File: src/gpio_pkg.sv
// constants for the six-bit general-purpose port
// assumes a 32-bit axi4-lite register bus, one register per aligned word
package gpio_pkg;
    localparam int         PIN_COUNT      = 6;
    localparam int         ADDR_WIDTH     = 5;
    localparam logic [4:0] OFF_PIN_DATA   = 5'h00;
    localparam logic [4:0] OFF_DIRECTION  = 5'h04;
    localparam logic [4:0] OFF_PULL       = 5'h08;
    localparam logic [4:0] OFF_SLEW       = 5'h0c;
    localparam logic [4:0] OFF_DRIVE      = 5'h10;
    localparam logic [5:0] RST_PIN_DATA   = 6'h00;
    localparam logic [5:0] RST_DIRECTION  = 6'h00;
    localparam logic [5:0] RST_PULL       = 6'h00;
    localparam logic [5:0] RST_SLEW       = 6'h00;
    localparam logic [5:0] RST_DRIVE      = 6'h00;
    localparam logic [1:0] RESP_OKAY      = 2'h0;
    localparam logic [1:0] RESP_SLVERR    = 2'h2;
endpackage : gpio_pkg

File: src/port_ctrl_reg.sv
// one six-bit port control register with a byte-lane-0 write strobe
// assumes the bus slave gives a one-cycle write pulse
`timescale 1ns/1ps
`default_nettype none
module port_ctrl_reg #(
    parameter logic [5:0] RESET_VALUE = 6'h00
) (
    input  wire logic       aclk,     // bus clock
    input  wire logic       aresetn,  // sync reset, active low
    input  wire logic       wr_en,    // one-cycle write pulse
    input  wire logic [5:0] wr_data,  // low six bits of write data
    output logic      [5:0] value_q   // stored value
);
    always_ff @(posedge aclk) begin
        if (!aresetn) begin
            value_q <= RESET_VALUE;
        end else if (wr_en) begin
            value_q <= wr_data;
        end
    end
endmodule : port_ctrl_reg
`default_nettype wire

File: src/pin_cell.sv
// per-pin output stage: driver, pull and pad controls
// assumes pull-down is only requested by a pin-interrupt block
`timescale 1ns/1ps
`default_nettype none
module pin_cell (
    input  wire logic aclk,        // bus clock
    input  wire logic aresetn,     // sync reset, active low
    input  wire logic latch,       // data latch bit
    input  wire logic dir_out,     // direction bit
    input  wire logic pull_en,     // pull enable bit
    input  wire logic slew_en,     // slew enable bit
    input  wire logic drive_hi,    // drive strength bit
    input  wire logic irq_pulldn,  // interrupt edge/pin select active
    output logic      pad_o_q,     // driven level
    output logic      pad_oe_q,    // driver enable
    output logic      pull_up_q,   // pull-up on
    output logic      pull_dn_q,   // pull-down on
    output logic      slew_q,      // slew limiting on
    output logic      drive_q      // high drive on
);
    always_ff @(posedge aclk) begin
        if (!aresetn) begin
            pad_o_q   <= 1'b0;
            pad_oe_q  <= 1'b0;
            pull_up_q <= 1'b0;
            pull_dn_q <= 1'b0;
            slew_q    <= 1'b0;
            drive_q   <= 1'b0;
        end else begin
            pad_o_q   <= dir_out & latch;
            pad_oe_q  <= dir_out;
            pull_up_q <= !dir_out && pull_en && !irq_pulldn;
            pull_dn_q <= !dir_out && pull_en && irq_pulldn;
            slew_q    <= dir_out & slew_en;
            drive_q   <= dir_out & drive_hi;
        end
    end
endmodule : pin_cell
`default_nettype wire

File: src/six_bit_gpio_port.sv
// six-bit gpio port behind an axi4-lite slave
// assumes pin inputs already synchronous to aclk; one clock, sync reset
//
// Operation
// - an input bit reads back the sampled pin level.
// - an output bit reads back the last value written to its latch.
// - a data write loads every latch bit, input pins included.
// - an output pin drives its latch level.
// - reset clears the latches and leaves every pin undriven with pulls off.
// - direction zero turns the driver off and reads return the pin.
// - direction one turns the driver on and reads return the latch.
// - pull enable turns on the pull-up of an input pin; outputs keep pulls off.
// - pull-down is used only when the pin-interrupt selects are active.
// - slew enable limits slew on output pins and does nothing on inputs.
// - drive bit selects low or high drive on outputs, no effect on inputs.
`timescale 1ns/1ps
`default_nettype none
module six_bit_gpio_port (
    input  wire logic        aclk,         // 50 mhz bus clock
    input  wire logic        aresetn,      // sync reset, active low
    input  wire logic [4:0]  s_axi_awaddr, // write address
    input  wire logic [2:0]  s_axi_awprot, // unused protection
    input  wire logic        s_axi_awvalid,// write address valid
    output logic             s_axi_awready,// write address ready
    input  wire logic [31:0] s_axi_wdata,  // write data
    input  wire logic [3:0]  s_axi_wstrb,  // byte enables
    input  wire logic        s_axi_wvalid, // write data valid
    output logic             s_axi_wready, // write data ready
    output logic [1:0]       s_axi_bresp,  // write response
    output logic             s_axi_bvalid, // write response valid
    input  wire logic        s_axi_bready, // write response ready
    input  wire logic [4:0]  s_axi_araddr, // read address
    input  wire logic [2:0]  s_axi_arprot, // unused protection
    input  wire logic        s_axi_arvalid,// read address valid
    output logic             s_axi_arready,// read address ready
    output logic [31:0]      s_axi_rdata,  // read data
    output logic [1:0]       s_axi_rresp,  // read response
    output logic             s_axi_rvalid, // read data valid
    input  wire logic        s_axi_rready, // read data ready
    input  wire logic [5:0]  pad_i,        // pin levels
    input  wire logic [5:0]  irq_pulldn,   // interrupt selects per pin
    output logic      [5:0]  pad_o,        // pin drive levels
    output logic      [5:0]  pad_oe,       // pin driver enables
    output logic      [5:0]  pull_up,      // pull-up enables
    output logic      [5:0]  pull_dn,      // pull-down enables
    output logic      [5:0]  slew_lim,     // slew limiting enables
    output logic      [5:0]  drive_high    // high drive enables
);
    logic        aw_held_q;
    logic [4:0]  aw_addr_q;
    logic        w_held_q;
    logic [31:0] w_data_q;
    logic [3:0]  w_strb_q;
    logic        do_write;
    logic        wr_data_en;
    logic        wr_dir_en;
    logic        wr_pull_en;
    logic        wr_slew_en;
    logic        wr_drive_en;
    logic        wr_hit;
    logic [5:0]  pin_data_q;
    logic [5:0]  direction_q;
    logic [5:0]  pull_q;
    logic [5:0]  slew_q;
    logic [5:0]  drive_q;
    logic [5:0]  rd_value;
    logic        rd_hit;
    logic [5:0]  pin_read;

    // write address and data are caught independently, in either order
    always_ff @(posedge aclk) begin
        if (!aresetn) begin
            aw_held_q <= 1'b0;
        end else if (s_axi_awvalid && s_axi_awready) begin
            aw_held_q <= 1'b1;
        end else if (do_write) begin
            aw_held_q <= 1'b0;
        end
    end

    always_ff @(posedge aclk) begin
        if (!aresetn) begin
            aw_addr_q <= 5'h00;
        end else if (s_axi_awvalid && s_axi_awready) begin
            aw_addr_q <= s_axi_awaddr;
        end
    end

    always_ff @(posedge aclk) begin
        if (!aresetn) begin
            w_held_q <= 1'b0;
        end else if (s_axi_wvalid && s_axi_wready) begin
            w_held_q <= 1'b1;
        end else if (do_write) begin
            w_held_q <= 1'b0;
        end
    end

    always_ff @(posedge aclk) begin
        if (!aresetn) begin
            w_data_q <= 32'h0000_0000;
            w_strb_q <= 4'h0;
        end else if (s_axi_wvalid && s_axi_wready) begin
            w_data_q <= s_axi_wdata;
            w_strb_q <= s_axi_wstrb;
        end
    end

    always_ff @(posedge aclk) begin
        if (!aresetn) begin
            s_axi_awready <= 1'b0;
            s_axi_wready  <= 1'b0;
        end else begin
            s_axi_awready <= !aw_held_q && !(s_axi_awvalid && s_axi_awready) && !s_axi_bvalid;
            s_axi_wready  <= !w_held_q && !(s_axi_wvalid && s_axi_wready) && !s_axi_bvalid;
        end
    end

    assign do_write = aw_held_q && w_held_q && !s_axi_bvalid;

    // decode; only byte lane 0 carries implemented bits
    always_comb begin
        wr_data_en  = 1'b0;
        wr_dir_en   = 1'b0;
        wr_pull_en  = 1'b0;
        wr_slew_en  = 1'b0;
        wr_drive_en = 1'b0;
        wr_hit      = 1'b1;
        if (aw_addr_q[4:2] == gpio_pkg::OFF_PIN_DATA[4:2]) begin
            wr_data_en = do_write && w_strb_q[0];
        end else if (aw_addr_q[4:2] == gpio_pkg::OFF_DIRECTION[4:2]) begin
            wr_dir_en = do_write && w_strb_q[0];
        end else if (aw_addr_q[4:2] == gpio_pkg::OFF_PULL[4:2]) begin
            wr_pull_en = do_write && w_strb_q[0];
        end else if (aw_addr_q[4:2] == gpio_pkg::OFF_SLEW[4:2]) begin
            wr_slew_en = do_write && w_strb_q[0];
        end else if (aw_addr_q[4:2] == gpio_pkg::OFF_DRIVE[4:2]) begin
            wr_drive_en = do_write && w_strb_q[0];
        end else begin
            wr_hit = 1'b0;
        end
    end

    always_ff @(posedge aclk) begin
        if (!aresetn) begin
            s_axi_bvalid <= 1'b0;
        end else if (do_write) begin
            s_axi_bvalid <= 1'b1;
        end else if (s_axi_bready) begin
            s_axi_bvalid <= 1'b0;
        end
    end

    // response code only moves with a new write, so it holds while bvalid waits
    always_ff @(posedge aclk) begin
        if (!aresetn) begin
            s_axi_bresp <= gpio_pkg::RESP_OKAY;
        end else if (do_write) begin
            s_axi_bresp <= wr_hit ? gpio_pkg::RESP_OKAY : gpio_pkg::RESP_SLVERR;
        end
    end

    // upper write bits are simply not wired into the registers
    port_ctrl_reg #(.RESET_VALUE(gpio_pkg::RST_PIN_DATA)) u_data (
        .aclk    (aclk),
        .aresetn (aresetn),
        .wr_en   (wr_data_en),
        .wr_data (w_data_q[5:0]),
        .value_q (pin_data_q)
    );
    port_ctrl_reg #(.RESET_VALUE(gpio_pkg::RST_DIRECTION)) u_dir (
        .aclk    (aclk),
        .aresetn (aresetn),
        .wr_en   (wr_dir_en),
        .wr_data (w_data_q[5:0]),
        .value_q (direction_q)
    );
    port_ctrl_reg #(.RESET_VALUE(gpio_pkg::RST_PULL)) u_pull (
        .aclk    (aclk),
        .aresetn (aresetn),
        .wr_en   (wr_pull_en),
        .wr_data (w_data_q[5:0]),
        .value_q (pull_q)
    );
    // slew reset value fixed here; firmware should still set it
    port_ctrl_reg #(.RESET_VALUE(gpio_pkg::RST_SLEW)) u_slew (
        .aclk    (aclk),
        .aresetn (aresetn),
        .wr_en   (wr_slew_en),
        .wr_data (w_data_q[5:0]),
        .value_q (slew_q)
    );
    port_ctrl_reg #(.RESET_VALUE(gpio_pkg::RST_DRIVE)) u_drive (
        .aclk    (aclk),
        .aresetn (aresetn),
        .wr_en   (wr_drive_en),
        .wr_data (w_data_q[5:0]),
        .value_q (drive_q)
    );

    // one cell per implemented pin; upper lanes have no pad at all
    pin_cell u_pin0 (
        .aclk       (aclk),
        .aresetn    (aresetn),
        .latch      (pin_data_q[0]),
        .dir_out    (direction_q[0]),
        .pull_en    (pull_q[0]),
        .slew_en    (slew_q[0]),
        .drive_hi   (drive_q[0]),
        .irq_pulldn (irq_pulldn[0]),
        .pad_o_q    (pad_o[0]),
        .pad_oe_q   (pad_oe[0]),
        .pull_up_q  (pull_up[0]),
        .pull_dn_q  (pull_dn[0]),
        .slew_q     (slew_lim[0]),
        .drive_q    (drive_high[0])
    );
    pin_cell u_pin1 (
        .aclk       (aclk),
        .aresetn    (aresetn),
        .latch      (pin_data_q[1]),
        .dir_out    (direction_q[1]),
        .pull_en    (pull_q[1]),
        .slew_en    (slew_q[1]),
        .drive_hi   (drive_q[1]),
        .irq_pulldn (irq_pulldn[1]),
        .pad_o_q    (pad_o[1]),
        .pad_oe_q   (pad_oe[1]),
        .pull_up_q  (pull_up[1]),
        .pull_dn_q  (pull_dn[1]),
        .slew_q     (slew_lim[1]),
        .drive_q    (drive_high[1])
    );
    pin_cell u_pin2 (
        .aclk       (aclk),
        .aresetn    (aresetn),
        .latch      (pin_data_q[2]),
        .dir_out    (direction_q[2]),
        .pull_en    (pull_q[2]),
        .slew_en    (slew_q[2]),
        .drive_hi   (drive_q[2]),
        .irq_pulldn (irq_pulldn[2]),
        .pad_o_q    (pad_o[2]),
        .pad_oe_q   (pad_oe[2]),
        .pull_up_q  (pull_up[2]),
        .pull_dn_q  (pull_dn[2]),
        .slew_q     (slew_lim[2]),
        .drive_q    (drive_high[2])
    );
    pin_cell u_pin3 (
        .aclk       (aclk),
        .aresetn    (aresetn),
        .latch      (pin_data_q[3]),
        .dir_out    (direction_q[3]),
        .pull_en    (pull_q[3]),
        .slew_en    (slew_q[3]),
        .drive_hi   (drive_q[3]),
        .irq_pulldn (irq_pulldn[3]),
        .pad_o_q    (pad_o[3]),
        .pad_oe_q   (pad_oe[3]),
        .pull_up_q  (pull_up[3]),
        .pull_dn_q  (pull_dn[3]),
        .slew_q     (slew_lim[3]),
        .drive_q    (drive_high[3])
    );
    pin_cell u_pin4 (
        .aclk       (aclk),
        .aresetn    (aresetn),
        .latch      (pin_data_q[4]),
        .dir_out    (direction_q[4]),
        .pull_en    (pull_q[4]),
        .slew_en    (slew_q[4]),
        .drive_hi   (drive_q[4]),
        .irq_pulldn (irq_pulldn[4]),
        .pad_o_q    (pad_o[4]),
        .pad_oe_q   (pad_oe[4]),
        .pull_up_q  (pull_up[4]),
        .pull_dn_q  (pull_dn[4]),
        .slew_q     (slew_lim[4]),
        .drive_q    (drive_high[4])
    );
    pin_cell u_pin5 (
        .aclk       (aclk),
        .aresetn    (aresetn),
        .latch      (pin_data_q[5]),
        .dir_out    (direction_q[5]),
        .pull_en    (pull_q[5]),
        .slew_en    (slew_q[5]),
        .drive_hi   (drive_q[5]),
        .irq_pulldn (irq_pulldn[5]),
        .pad_o_q    (pad_o[5]),
        .pad_oe_q   (pad_oe[5]),
        .pull_up_q  (pull_up[5]),
        .pull_dn_q  (pull_dn[5]),
        .slew_q     (slew_lim[5]),
        .drive_q    (drive_high[5])
    );

    // per bit: pin level for inputs, latch contents for outputs
    assign pin_read = (direction_q & pin_data_q) | (~direction_q & pad_i);

    // read mux; pin level read directly, it is taken as already synchronous
    always_comb begin
        rd_value = 6'h00;
        rd_hit   = 1'b1;
        if (s_axi_araddr[4:2] == gpio_pkg::OFF_PIN_DATA[4:2]) begin
            rd_value = pin_read;
        end else if (s_axi_araddr[4:2] == gpio_pkg::OFF_DIRECTION[4:2]) begin
            rd_value = direction_q;
        end else if (s_axi_araddr[4:2] == gpio_pkg::OFF_PULL[4:2]) begin
            rd_value = pull_q;
        end else if (s_axi_araddr[4:2] == gpio_pkg::OFF_SLEW[4:2]) begin
            rd_value = slew_q;
        end else if (s_axi_araddr[4:2] == gpio_pkg::OFF_DRIVE[4:2]) begin
            rd_value = drive_q;
        end else begin
            rd_hit = 1'b0;
        end
    end

    always_ff @(posedge aclk) begin
        if (!aresetn) begin
            s_axi_arready <= 1'b0;
        end else begin
            s_axi_arready <= !s_axi_rvalid && !(s_axi_arvalid && s_axi_arready);
        end
    end

    always_ff @(posedge aclk) begin
        if (!aresetn) begin
            s_axi_rvalid <= 1'b0;
        end else if (s_axi_arvalid && s_axi_arready) begin
            s_axi_rvalid <= 1'b1;
        end else if (s_axi_rready) begin
            s_axi_rvalid <= 1'b0;
        end
    end

    // pin level is caught at the address handshake and then held
    always_ff @(posedge aclk) begin
        if (!aresetn) begin
            s_axi_rdata <= 32'h0000_0000;
            s_axi_rresp <= gpio_pkg::RESP_OKAY;
        end else if (s_axi_arvalid && s_axi_arready) begin
            s_axi_rdata <= {26'h000_0000, rd_value};
            s_axi_rresp <= rd_hit ? gpio_pkg::RESP_OKAY : gpio_pkg::RESP_SLVERR;
        end
    end
endmodule : six_bit_gpio_port
`default_nettype wire

File: config.mk
export PLATFORM = sky130hd
export DESIGN_NAME = six_bit_gpio_port
export DESIGN_NICKNAME = d
export VERILOG_FILES = /design/src/gpio_pkg.sv /design/src/port_ctrl_reg.sv /design/src/pin_cell.sv /design/src/six_bit_gpio_port.sv
export SDC_FILE = /design/constraint.sdc
export NUM_CORES = 1
export LEC_CHECK = 0
export BUFFER_PORTS_ARGS = -buffer_cell sky130_fd_sc_hd__buf_2
export CORE_MARGIN = 3
export CORE_UTILIZATION = 30
export DETAILED_ROUTE_END_ITERATION = 6
export GPL_TIMING_DRIVEN = 1
export HOLD_SLACK_MARGIN = 0.12
export PLACE_DENSITY_LB_ADDON = 0.1
export SETUP_SLACK_MARGIN = 0.1
export SLEW_MARGIN = 0
export SYNTH_ARGS = -nofsm -noshare
export SYNTH_HDL_FRONTEND = slang
export SYNTH_HIERARCHICAL = 1
export SYNTH_SLANG_ARGS = --single-unit
File: constraint.sdc
create_clock -name aclk -period 4.9 [get_ports aclk]
set_input_delay 0.49 -clock aclk [delete_from_list [all_inputs] [get_ports aclk]]
set_output_delay 0.49 -clock aclk [all_outputs]
set_load 0.02 [all_outputs]
==> out/results.txt, run 1 <==
# nets final -> 499
Placed Instances -> 560
fin. max-slew vios -> 0
share of cells above drive strength 1 -> 30.5%
CTS Hold Bufs -> 0
Worst Min Path Start -> s_axi_wdata[5]
DRT Wirelength -> 8.63 mm
Antenna Cells -> 0
initial antenna violation count -> 0
RSZ-0062 raised after global routing -> no
Sink Count -> 91
post-synth top area share -> 50.0%
final setup vio count -> 0
area growth from synthesis to layout -> 19.5%
main combinational cell family by area after synthesis -> simple AND/OR/NAND/NOR gates
clk buf depth -> 2
CTS tree -> built
Synth Area in XOR/XNOR -> 0%
Final Hold Viols -> 0
pwr/cell area -> 343 nW/um2
Worst Path Required -> 5130 ps
Synth Area in Compound Gates -> 7.62%
worst reg2reg endpoint -> u_data/value_q[3]
initial core utilization -> 31.3%
FFs w/ async S/R, synth -> 0%
ys flop type -> dfxtp_1
Tcrit/Tclk final -> 40.5%
CTS Buf Count -> 9
post-synthesis sequential area ratio -> 50.0%
slew margin rel. -> 43.2%
synth unique cells -> 39
reg2reg setup slack -> 2910 ps
Routed WL per cell -> 15.0 um
Area after DPL -> 4080 um2
Die Ht -> 116 um
clock latency on the worst-skew pair -> 340 ps
hold path cells -> 3
CTS clk-pin slew, worst paths -> 60 ps
P_leak -> 1.85 nW
multiplexer share of the synthesized area -> 10.1%
synthesized area per cell -> 10.7 um2
Post-synth EDFFs -> 0
cell area after layout -> 4360 um2
pin count of the biggest net entering global routing -> 63
Tmin final -> 1990 ps
Post-Syn Area -> 3640 um2
first-pass GRT wire length -> 13.2 mm
DR DRC count -> 0
synth cell count leaders -> dfxtp_1, nor2b_1, mux2i_1
First DRT Iteration DRCs -> 140
postcts setup bufs -> 0
most frequent cell after synthesis -> dfxtp_1
total gr overflow -> 0
Reg2Reg Launch Point -> s_axi_bvalid
yosys warns -> 6
Via density -> 4.50
post-synthesis adder-cell area fraction -> 0%
post-synth top area cell -> dfxtp_1
Max-Cap Viols -> 0
post-synthesis instance total -> 342
vias in the first global route -> 2393
DRT Pass-1 Iters -> 6
f_max -> 0.504 GHz
CP Launch Type -> register
post-route ant nets -> 0
final core utilization -> 37.4%
dpl hpwl -> 5.89 mm
H-tree levels -> 3
R2R depth -> 6
Setup CP Type -> register to register
die area -> 13500 um2
Fin Setup TNS -> 0 ps
Finished Layout Cells -> 576
clk root buf -> clkbuf_16
cts repair resizes -> 0
top post-synthesis cells by area -> dfxtp_1, mux2i_1, nor2b_1, buf_4, and3_2
VDD IR max -> 0.000138 V
Min-Delay Path Class -> input port to register
routed vias -> 2594
worst endpoint data arrival time -> 2220 ps
crit-path max FO -> 6
Core ar. -> 11700 um2
Yosys reg bits -> 91
IO buf count -> 80
Horiz. Die Dim -> 116 um
GRT Util Overall -> 13.2%
Critical Path Sink -> u_data/value_q[3]
Clock Skews -> 8.21 ps
IO Count -> 148
Cell Rows -> 39
Worst-Margin Slew -> 850 ps
gpl congestion -> 0.729
Critical path origin -> s_axi_bvalid
Pwr Total -> 1.49 mW
status -> finished, final reports clean
Critical Path Sink Type -> register
post-synthesis simple-gate area fraction -> 23.9%
==> cells by family after synthesis <==
kind of cell	Yosys count
mux	36
simple gates	136
other cells	1
flops	91
compound gates	37
buf+inv	41
==> critical path, stage by stage (launching register included) <==
cell and delay [ps]:
dfxtp_1 340, nand3b_1 290, or3b_2 570, nor3_1 170, buf_4 230, mux2i_1 210, nor2b_1 60
==> final cells by class <==
cell class	instances	area [um2]
fillers	1197	7310
flip-flops and latches	91	1820
multi-input cells	237	1630
repair buffers	86	445
clock buffers	14	264
well taps	143	179
inverters	3	11.3
clock inverters	2	10.0
==> stage by stage <==
stage | hold slack (ps) | setup slack, ps
after global placement | 447 | 2950
final | 401 | 2910
after floorplan | 413 | 3090
after detailed placement | 429 | 2930
after CTS | 391 | 2910
after global routing | 400 | 2740
==> cells in the final DEF (no fill, tap or decap), types with 7 or more instances in the layout <==
master      n
mux2i_1    31
and3_2     18
nor2b_1    38
nand2b_1    7
nand2_1    30
a21boi_0   14
buf_2      80
dfxtp_1    91
conb_1     28
clkbuf_16   9
==> state kept, by name, indices dropped and copies added (netlist names), 3 cells and up <==
register / cells
w_data_q: 6
u_pull/value_q: 6
u_data/value_q: 6
u_slew/value_q: 6
s_axi_rdata: 6
u_dir/value_q: 6
u_drive/value_q: 6
aw_addr_q: 3
==> power breakdown <==
part,switching [mW],total (mW),leakage (nW),internal [mW]
combinational,0.0606,0.0900,0.978,0.0294
sequential,0.0110,0.760,0.735,0.749
clock,0.272,0.642,0.137,0.370
total,0.343,1.49,1.85,1.15
==> worst min-delay path by stage <==
stage	end	slack [ps]
final	w_data_q[5]	400
after global routing	aw_addr_q[2]	400
after CTS	w_data_q[5]	390
after detailed placement	s_axi_awready	430
after global placement	s_axi_awready	450
after floorplan	s_axi_awready	410
==> metal layers <==
metal	track usage (%)	wire length [um]	vias up
li1	-	-	1312
met1	17.8	4110	1186
met2	19.1	3830	88
met3	4.87	616	8
met4	5.34	71	0
met5	0	0	-
(Power assumes the default switching activity.)
==> inputs of run 2 (changes only) <==
==> constraint.sdc (replaced) <==
create_clock -name aclk -period 1.7 [get_ports aclk]
set_input_delay 0.17 -clock aclk [delete_from_list [all_inputs] [get_ports aclk]]
set_output_delay 0.17 -clock aclk [all_outputs]
set_load 0.02 [all_outputs]
==> out/results.txt, run 2 (synthesis gave the netlist of run 1 again) <==
post-route ant nets -> 0 (unchanged)
Routed WL per cell -> 14.5 um (-3.2%)
postcts setup bufs -> 0 (unchanged)
DRT Pass-1 Iters -> 5 (-1)
clk root buf -> clkbuf_16
CTS clk-pin slew, worst paths -> 60 ps (about the same)
Setup CP Type -> register to register
worst reg2reg endpoint -> u_dir/value_q[5]
RSZ-0062 raised after global routing -> yes
routed vias -> 2737 (+5.5%)
Critical Path Sink Type -> register
vias in the first global route -> 2654 (+11%)
f_max -> 0.610 GHz (+21%)
initial core utilization -> 31.3% (unchanged)
gpl congestion -> 0.761 (+4.4%)
CTS Buf Count -> 9 (unchanged)
worst endpoint data arrival time -> 1860 ps (-360 ps)
IO buf count -> 80 (unchanged)
reg2reg setup slack -> 60 ps (-2850 ps)
IO Count -> 148 (unchanged)
Tcrit/Tclk final -> 96.5% (+56 points)
dpl hpwl -> 6.33 mm (+7.6%)
CP Launch Type -> register
Cell Rows -> 39 (unchanged)
crit-path max FO -> 4 (-2)
status -> finished, final reports clean
H-tree levels -> 3 (unchanged)
Die Ht -> 116 um (unchanged)
Clock Skews -> 8.10 ps (-0.115 ps)
Final WS setup -> 60.0 ps (-2850 ps)
Worst Path Required -> 1920 ps (-3210 ps)
Tmin final -> 1640 ps (-346 ps)
VDD IR max -> 0.000347 V (+150%)
Min-Delay Path Class -> input port to register
commonest non-fill, non-tap cell in the layout -> dfxtp_1
# nets final -> 533 (+6.8%)
Max-Cap Viols -> 0 (unchanged)
first-pass GRT wire length -> 13.9 mm (+5.5%)
First DRT Iteration DRCs -> 107 (-24%)
area growth from synthesis to layout -> 29.8%
Core ar. -> 11700 um2 (unchanged)
pwr/cell area -> 947 nW/um2 (+180%)
cell area after layout -> 4730 um2 (+8.6%)
DRT Wirelength -> 8.84 mm (+2.5%)
Antenna Cells -> 0 (unchanged)
die area -> 13500 um2 (unchanged)
Via density -> 4.49 (-0.37%)
initial antenna violation count -> 0 (unchanged)
GRT Util Overall -> 13.6% (+0.38 points)
commonest non-fill, non-tap cells in the layout -> dfxtp_1, buf_2, nor2b_1
Area after DPL -> 4220 um2 (+3.3%)
pre-CTS setup slack -> 62.5 ps (-2860 ps)
Fin Hold WS -> 162 ps (-239 ps)
Worst Min Path Start -> s_axi_awvalid
clk buf depth -> 2 (unchanged)
share of cells above drive strength 1 -> 33.0% (+2.5 points)
R2R depth -> 6 (unchanged)
Critical path origin -> s_axi_bvalid
Critical Path Sink -> u_dir/value_q[5]
fin. max-slew vios -> 0 (unchanged)
clock latency on the worst-skew pair -> 330 ps (about the same)
Horiz. Die Dim -> 116 um (unchanged)
DR DRC count -> 0 (unchanged)
Final Hold Viols -> 0 (unchanged)
Sink Count -> 91 (unchanged)
final setup vio count -> 0 (unchanged)
CTS tree -> built
Reg2Reg Launch Point -> s_axi_bvalid
pin count of the biggest net entering global routing -> 33 (-48%)
total gr overflow -> 0 (unchanged)
P_leak -> 2.02 nW (+9.3%)
==> run 2: layer usage <==
metal  global-route usage, %  wire (um)
met5                       0          0
met2                    21.2       4030
met1                    18.0       4240
met4                    6.11        163
met3                    3.01        410
==> run 2: worst min-delay path by stage <==
stage,endpoint,slack (ps),depth (start not counted)
2_1_floorplan,u_data/value_q[0],300,1
3_3_place_gp,w_data_q[5],440,3
3_5_place_dp,w_data_q[5],430,3
4_1_cts,aw_addr_q[4],140,3
5_1_grt,aw_addr_q[3],160,3
6_report,aw_addr_q[3],160,3
==> run 2: repair_timing <==
item	CTS	global route
endpoints found under the hold margin	18	0
endpoints found under the setup margin	21	24
gates resized for setup	3	3
hold buffers	19	0
==> run 2: layout make-up <==
type,count,area (um2)
clock buffers,11,243
fillers,1176,6930
well taps,143,179
multi-input cells,237,1660
repair buffers,120,763
inverters,3,11.3
clock inverters,5,52.6
flip-flops and latches,91,1820
==> run 2: critical path, cell delays in order, from the launching register on <==
cell and delay (ps):
dfxtp_2 320, nand3b_1 180, or3b_4 450, nor3_2 160
buf_4 190, mux2i_1 190, nor2b_1 60
==> run 2: through the flow <==
step / setup TNS (ps) / util, % / instances / power [mW]
final: 0 / 40.6 / 610 / 4.48
after global routing: -466 / 40.6 / 610 / 4.64
after CTS: 0 / 40.5 / 610 / 4.54
after detailed placement: 0 / 36.2 / 575 / 2.52
after global placement: 0 / 36.2 / 575 / 2.52
after floorplan: 0 / - / 369 / 2.44
==> run 2: where the power goes <==
group          total [mW]  internal, mW  switching, mW
clock network        1.97          1.17          0.798
logic               0.317         0.129          0.188
registers            2.19          2.16         0.0338
total                4.48          3.46           1.02
